===== src/include/bbc_pkg.sv =====
// package for the channel 0 configuration register bank
// assumes a simple byte-wide register port from the serial interface logic
package bbc_pkg;

  // ----------------------------------------------------------------
  // register offsets
  // ----------------------------------------------------------------
  localparam logic [7:0] ADDR_CHIP_IDENTITY = 8'h06;
  localparam logic [7:0] ADDR_SWITCH_DRIVE_TRIM = 8'h07;
  localparam logic [7:0] ADDR_CH0_VOLTAGE_TARGET = 8'h08;
  localparam logic [7:0] ADDR_CH0_ENABLE_CONFIG = 8'h09;

  // ----------------------------------------------------------------
  // field layout and reset values
  // ----------------------------------------------------------------
  localparam int DRIVE_LSB = 0;
  localparam int DRIVE_WIDTH = 2;
  localparam int ENSEL_LSB = 0;
  localparam int ENSEL_WIDTH = 3;
  localparam int DISCH_BIT = 3;
  localparam int CFG_HI_LSB = 4;
  localparam logic [7:0] RESET_DRIVE_TRIM = 8'h00;
  localparam logic [7:0] RESET_VOLTAGE_TARGET = 8'h00;
  localparam logic [7:0] RESET_ENABLE_CONFIG = 8'h00;
  // highest code that is not reserved (4.000 V)
  localparam logic [7:0] VOLTAGE_CODE_MAX = 8'h8c;
  // arbitrary neutral default for the identity straps
  localparam logic [7:0] CHIP_IDENTITY_DEFAULT = 8'h00;
  // target in millivolts: base plus step times code
  localparam int TARGET_BASE_MV = 500;
  localparam int TARGET_STEP_MV = 25;

  // ----------------------------------------------------------------
  // enable selector codes
  // ----------------------------------------------------------------
  typedef enum logic [2:0] {
    ENSEL_SLOT0 = 3'h0,
    ENSEL_SLOT1 = 3'h1,
    ENSEL_SLOT2 = 3'h2,
    ENSEL_SLOT3 = 3'h3,
    ENSEL_OFF_A = 3'h4,
    ENSEL_OFF_B = 3'h5,
    ENSEL_ON_A = 3'h6,
    ENSEL_ON_B = 3'h7
  } bbc_ensel_e;

  // register port request carrier
  typedef struct packed {
    logic write;
    logic read;
    logic [7:0] addr;
    logic [7:0] wdata;
  } bbc_req_s;

  // channel 0 control carrier toward the power stage
  typedef struct packed {
    logic [1:0] driveStrength;
    logic [7:0] targetCode;
    logic [1:0] slot;
    logic forceOn;
    logic forceOff;
    logic dischargeEnable;
  } bbc_ctrl_s;

endpackage


===== src/rtl/bbc_config_regs.sv =====
// register bank: chip identity, switch drive trim, channel 0 config
// assumes the serial interface delivers one-cycle read/write strobes on mclk
`timescale 1ns/1ps

// Summary of operation
// - read-only 8-bit identity register follows the factory straps; writes ignored
// - 2-bit drive strength field, shared by all channels, sets switch edge speed
// - upper six bits of drive trim are reserved and affect nothing
// - target voltage equals 0.5 V plus 25 mV times the code
// - enable selector codes 0 to 3 assign a sequencer slot
// - codes 4,5 force the channel off; codes 6,7 force it on
// - discharge bit switches the resistor on while the channel is disabled
module bbc_config_regs (
  input wire logic mclk,
  input wire logic rst,
  input wire bbc_pkg::bbc_req_s req,
  input wire logic [7:0] chipIdentityCode,
  input wire logic [3:0] slotActive,
  output logic [7:0] rdata,
  output logic rvalid,
  output bbc_pkg::bbc_ctrl_s ctrl,
  output logic channelEnable,
  output logic dischargeOn,
  output logic [12:0] targetMv,
  output logic codeReserved
);

  // ----------------------------------------------------------------
  // storage
  // ----------------------------------------------------------------
  logic [7:0] driveTrim;
  logic [7:0] voltageTarget;
  logic [7:0] enableConfig;
  logic [7:0] identity;
  logic [7:0] next_rdata;
  logic next_enable;
  bbc_pkg::bbc_ensel_e enSel;

  // identity straps captured every cycle; no write path exists
  always_ff @(posedge mclk) begin
    if (rst) begin
      identity <= bbc_pkg::CHIP_IDENTITY_DEFAULT;
    end else begin
      identity <= chipIdentityCode;
    end
  end

  // drive trim register, reserved bits kept but unused
  always_ff @(posedge mclk) begin
    if (rst) begin
      driveTrim <= bbc_pkg::RESET_DRIVE_TRIM;
    end else if (req.write && req.addr == bbc_pkg::ADDR_SWITCH_DRIVE_TRIM) begin
      driveTrim <= req.wdata;
    end
  end

  // channel 0 target code register
  always_ff @(posedge mclk) begin
    if (rst) begin
      voltageTarget <= bbc_pkg::RESET_VOLTAGE_TARGET;
    end else if (req.write && req.addr == bbc_pkg::ADDR_CH0_VOLTAGE_TARGET) begin
      voltageTarget <= req.wdata;
    end
  end

  // channel 0 enable and discharge register
  always_ff @(posedge mclk) begin
    if (rst) begin
      enableConfig <= bbc_pkg::RESET_ENABLE_CONFIG;
    end else if (req.write && req.addr == bbc_pkg::ADDR_CH0_ENABLE_CONFIG) begin
      enableConfig <= req.wdata;
    end
  end

  // ----------------------------------------------------------------
  // read path
  // ----------------------------------------------------------------
  // read mux, unmapped offsets return zero
  always_comb begin
    unique case (req.addr)
      bbc_pkg::ADDR_CHIP_IDENTITY: next_rdata = identity;
      bbc_pkg::ADDR_SWITCH_DRIVE_TRIM: next_rdata = driveTrim;
      bbc_pkg::ADDR_CH0_VOLTAGE_TARGET: next_rdata = voltageTarget;
      bbc_pkg::ADDR_CH0_ENABLE_CONFIG: next_rdata = enableConfig;
      default: next_rdata = 8'h00;
    endcase
  end

  // registered read data, valid one cycle after the strobe
  always_ff @(posedge mclk) begin
    if (rst) begin
      rdata <= 8'h00;
      rvalid <= 1'b0;
    end else begin
      rvalid <= req.read;
      if (req.read) begin
        rdata <= next_rdata;
      end
    end
  end

  // ----------------------------------------------------------------
  // channel control decode
  // ----------------------------------------------------------------
  assign enSel = bbc_pkg::bbc_ensel_e'(enableConfig[bbc_pkg::ENSEL_LSB +: bbc_pkg::ENSEL_WIDTH]);

  // selector decode: slot, forced off or forced on
  always_comb begin
    unique case (enSel)
      bbc_pkg::ENSEL_SLOT0,
      bbc_pkg::ENSEL_SLOT1,
      bbc_pkg::ENSEL_SLOT2,
      bbc_pkg::ENSEL_SLOT3: next_enable = slotActive[enSel[1:0]];
      bbc_pkg::ENSEL_OFF_A,
      bbc_pkg::ENSEL_OFF_B: next_enable = 1'b0;
      bbc_pkg::ENSEL_ON_A,
      bbc_pkg::ENSEL_ON_B: next_enable = 1'b1;
    endcase
  end

  // registered controls toward the power stage
  always_ff @(posedge mclk) begin
    if (rst) begin
      ctrl <= '0;
      channelEnable <= 1'b0;
      dischargeOn <= 1'b0;
    end else begin
      ctrl.driveStrength <= driveTrim[bbc_pkg::DRIVE_LSB +: bbc_pkg::DRIVE_WIDTH];
      ctrl.targetCode <= voltageTarget;
      ctrl.slot <= enSel[1:0];
      ctrl.forceOn <= enSel[2] & enSel[1];
      ctrl.forceOff <= enSel[2] & ~enSel[1];
      ctrl.dischargeEnable <= enableConfig[bbc_pkg::DISCH_BIT];
      channelEnable <= next_enable;
      dischargeOn <= enableConfig[bbc_pkg::DISCH_BIT] & ~next_enable;
    end
  end

  // millivolt target and reserved-code flag
  bbc_target_decode u_decode (
    .code(voltageTarget),
    .targetMv(targetMv),
    .codeReserved(codeReserved)
  );
endmodule


===== src/rtl/bbc_target_decode.sv =====
// decoder from target voltage code to millivolts and reserved flag
// assumes a purely combinational consumer
`timescale 1ns/1ps

module bbc_target_decode (
  input wire logic [7:0] code,
  output logic [12:0] targetMv,
  output logic codeReserved
);

  // linear map: base plus step per code
  always_comb begin
    targetMv = 13'(bbc_pkg::TARGET_BASE_MV) + 13'(bbc_pkg::TARGET_STEP_MV) * {5'h00, code};
    codeReserved = code > bbc_pkg::VOLTAGE_CODE_MAX;
  end

endmodule


===== config.mk =====
export PLATFORM = sky130hd
export DESIGN_NAME = bbc_config_regs
export DESIGN_NICKNAME = d
export VERILOG_FILES = /design/src/include/bbc_pkg.sv /design/src/rtl/bbc_config_regs.sv /design/src/rtl/bbc_target_decode.sv
export SDC_FILE = /design/constraint.sdc
export NUM_CORES = 1
export LEC_CHECK = 0
export BUFFER_PORTS_ARGS = -buffer_cell sky130_fd_sc_hd__buf_2
export CORE_MARGIN = 8
export CORE_UTILIZATION = 45
export DETAILED_ROUTE_END_ITERATION = 10
export PLACE_DENSITY_LB_ADDON = 0.15
export SLEW_MARGIN = 0
export SYNTH_ARGS = -nofsm -noshare
export SYNTH_HDL_FRONTEND = slang
export SYNTH_HIERARCHICAL = 1
export SYNTH_SLANG_ARGS = --single-unit

===== constraint.sdc =====
create_clock -name mclk -period 4.48 [get_ports mclk]
set_input_delay 0.448 -clock mclk [delete_from_list [all_inputs] [get_ports mclk]]
set_output_delay 0.448 -clock mclk [all_outputs]
set_load 0.005 [all_outputs]

Word level (Yosys, flattened, before mapping)
Index checks and enable logic that the tools add are counted.
Storage, ports and cells
  register bits after elaboration: 58
Operators by class
  multiply operators: 1
  bitwise operators: 5
  equal/unequal tests: 11
  mux-type cells: 4
  add/sub/neg operators: 1
  reductions and logical operators: 7
  $lt $le $gt $ge: 2
Operators by type and width (count)
  $pmux W8 S4: 1
  $eq A8 B3 Y1 const B: 2
  $eq A8 B4 Y1 const B: 2
  $add A9 B13 Y13 const A: 1
  $mul A5 B8 Y13 const A: 1
  $eq A3 B3 Y1 const B: 4
  $gt A8 B8 Y1 const B: 1
  $eq A3 B2 Y1 const B: 2
  $reduce_or A2 Y1: 2
  $reduce_or A4 Y1: 1
  $and A1 B1 Y1: 3
  $eq A3 B1 Y1 const B: 1
  $logic_and A1 B1 Y1: 3
  $logic_not A3 Y1: 1
  $lt A2 B3 Y1 const B: 1
  $pmux W1 S3: 1
  $bmux W1 S2: 1
  $not A1 Y1: 2
  $mux W1: 1

Longest topological paths before layout
  depth in word-level cells: 5
  mapped depth: 12

Cells and area by module
Netlist, hierarchy kept.
By module, submodules not included
  bbc_config_regs: instances 1, sequential area each 1161.1 sq um, area an instance 2174.6 sq um, cells an instance 198
  bbc_target_decode: instances 1, sequential area each 0.0 sq um, area an instance 838.3 sq um, cells an instance 97

Worst setup path before layout
No wires, ideal clock.
  path type: flip-flop to output port
  start: register voltageTarget[2]
  end: output port targetMv[12]
  cell stages (with the launch flop): 12
  data arrival time: 2744 ps
  data required time: 4032 ps
  slack: 1288 ps
  path through: dfxtp_1 > inv_1 > ha_1 > inv_1 > fa_1 > ha_1 > inv_1 > fa_1 > nand2b_1 > o2bb2ai_1 > o31ai_1 > xnor2_1
On the way
  cells in the longest elaborated chain, start to end: 2
RTL lines
  from (decl): RTL line bbc_config_regs.sv:32  | logic [7:0] voltageTarget;
  from (signal assigned): RTL line bbc_config_regs.sv:60  | voltageTarget <= bbc_pkg::RESET_VOLTAGE_TARGET;
  from (signal assigned): RTL line bbc_config_regs.sv:62  | voltageTarget <= req.wdata;
  $mul A5 B8 Y13: RTL line bbc_target_decode.sv:13  | targetMv = 13'(bbc_pkg::TARGET_BASE_MV) + 13'(bbc_pkg::TARGET_STEP_MV) * {5'h00, code};
  $add A9 B13 Y13: RTL line bbc_target_decode.sv:13
  to (decl): RTL line bbc_config_regs.sv:24  | output logic [12:0] targetMv,
No other way between the ends.

Worst setup path after layout
Same ends and word-level chain as after synthesis.

==> reports/qor.yml <==
drt_iter0_drc: 99
yosysWarnings: 6
io_buffers: 71
ys_async_sr_fraction_pct: 0
power-per-cell-area_mw_per_mm2: 294
synth_area_leader_cell: "dfxtp_1"
timing_hold_violations_final: 0
netlist_instances: 295
rsz0062_at_grt: "false"
layout_commonest_cell: "buf_2"
die_width_um: 97.8
cts_sinks: 58
ys_ff_latch: 58
clockBufferDepth: 2
grt_overflow_total: 0
num_rows: 30
start_util_pct: 45.3
finalPower_uw: 1060
worst_ep_required_time_ns: 4.03
fp.dieH_um: 97.8
routed_wl_um: 6250
grt_max_degree: 44
cap_violations: 0
clkTransAtPathRegs_ns: 0.07
syn_area_mm2: 0.00301
setup_violations: 0
drtAntennaViolNets: 0
power.leakage_uw: 0.00190
gp_congestion: 0.816
antenna_cells: 0
drive_gt1_share_pct: 25.5
layout_min_cycle_time_ns: 3.78
peakVddDrop_uv: 182
synth_edf_count: 0
dr.pass1.iters: 4
period_share_pct: 84.4
startpoint_type: "flop"
fp.dieArea_mm2: 0.00957
hold_buffers: 0
setup_slack_ns: 0.701
setup-tns-final_ns: 0
layout_common_cells: "buf_2, dfxtp_1, mux2i_1"
rrSetupSlack_ns: 3.32
synth-main-ff-cell: "dfxtp_1"
cts_resized: 0
place_ws_ns: 1.04
synth.net_count: 364
layout.nets: 432
placed_cells: 432
path_class: "flop to primary output"
clock_latency_ns: 0.33
cp-end-kind: "primary output"
worstPathMaxFanout: 5
antenna_found_initial: 0
ys_types: 44
worstPathArrival_ns: 3.33
worstMarginPinSlew_ns: 0.653
finalCoreUtilization_pct: 54.2
ys_seq_area_share_pct: 38.5
viasPerCell: 4.87
post-cts-setup-buffers: 0
slew-limit-headroom_pct: 56.5
cts-buffers-inserted: 9
tritoncts: "yes"
status: "completed"
dpl.hpwl_um: 4860
grt_usage_pct: 13.8
synth_area_leaders: "dfxtp_1, ha_1, mux2i_1, nand2b_1, inv_1"
hold_class: "input pin to flop"
fin_skew_ns: 0.00817
clockRootBuffer: "clkbuf_8"
drc: 0
area_growth_pct: 19.4
synthDominantCellAreaShare_pct: 38.5
grt_pass1_wl_um: 10900
drv_slew: 0
syn_area_per_cell_um2: 10.2
grt_pass1_vias: 2273
max_clock_freq_mhz: 265
io_pins: 72
vias: 2183
final_cells: 448
routedWlPerCell_um: 13.9
coreArea_mm2: 0.00664
h-tree-depth: 3
[worst max-delay path, cell delays in order (launching register included)]
cell and delay (ns):
dfxtp_1 0.39, inv_1 0.10, ha_1 0.28, inv_1 0.05, fa_1 0.45, ha_1 0.32
inv_1 0.06, fa_1 0.44, nand2b_1 0.16, o2bb2ai_1 0.17, o31ai_1 0.31, xnor2_1 0.15
buf_2 0.13
[cell families (layout without fill, tap and decap cells)]
| family | after synthesis | count (layout) | synth area share (%) |
|---|---|---|---|
| fa+ha+maj | 37 | 37 | 16.4 |
| buf+inv | 48 | 121 | 6.69 |
| simple gates | 67 | 67 | 14.2 |
| xor+xnor | 7 | 7 | 2.03 |
| flops | 58 | 58 | 38.5 |
| compound gates | 38 | 38 | 8.89 |
| mux | 40 | 40 | 13.3 |
[power by group]
part | internal (uW) | switching [uW] | total, uW
sequential | 521 | 1.53 | 522
combinational | 25.7 | 26.2 | 51.8
clock | 284 | 201 | 485
[area by class of cell]
cell class | instances | area (um^2)
Timing Repair Buffer | 71 | 355
Multi-Input combinational cell | 189 | 1650
Sequential cell | 58 | 1160
Clock inverter | 5 | 52.6
Inverter | 34 | 128
Tap cell | 80 | 100
Fill cell | 619 | 3050
Clock buffer | 11 | 151
[per-stage QoR]
stage,hold slack (ns),area (um^2)
CTS,0.314,3600
global route,0.315,3600
detailed placement,0.461,3390
finish,0.323,3600
floorplan,0.430,3010
global placement,0.458,3390
[routing by layer]
metal	up-vias	wire [um]	track usage (%)
li1	1136	-	-
met1	983	3080	17.6
met2	57	2700	20.8
met3	7	402	5.19
met4	0	63	5.04
met5	-	0	0
[path summary, 6_finish.rpt]
kind	startpoint	end	depth (start not counted)
max	voltageTarget[2]	targetMv[12]	12
min reg2reg	enableConfig[1]	ctrl[1]	1
min	chipIdentityCode[0]	identity[0]	2
max reg2reg	enableConfig[0]	dischargeOn	3
[flip-flops by register name, indices dropped and copies added, names as in the netlist]
register       cells
dischargeOn        1
rdata              8
enableConfig       8
ctrl              15
rvalid             1
channelEnable      1
identity           8
driveTrim          8
voltageTarget      8
[Yosys cell counts, types with 2 or more instances]
cell and n:
nand2_1 6, o22ai_1 8, inv_1 34, nor2b_1 11
nand2b_1 31, a22o_1 8, a21oi_1 5, o31ai_1 3
fa_1 4, xnor2_1 6, nor2_1 4, clkbuf_1 6
or3_1 2, ha_1 33, buf_2 5, mux2i_1 39
buf_4 2, o21ai_0 5, dfxtp_1 58
No activity file was read; power rests on OpenSTA's default activity.
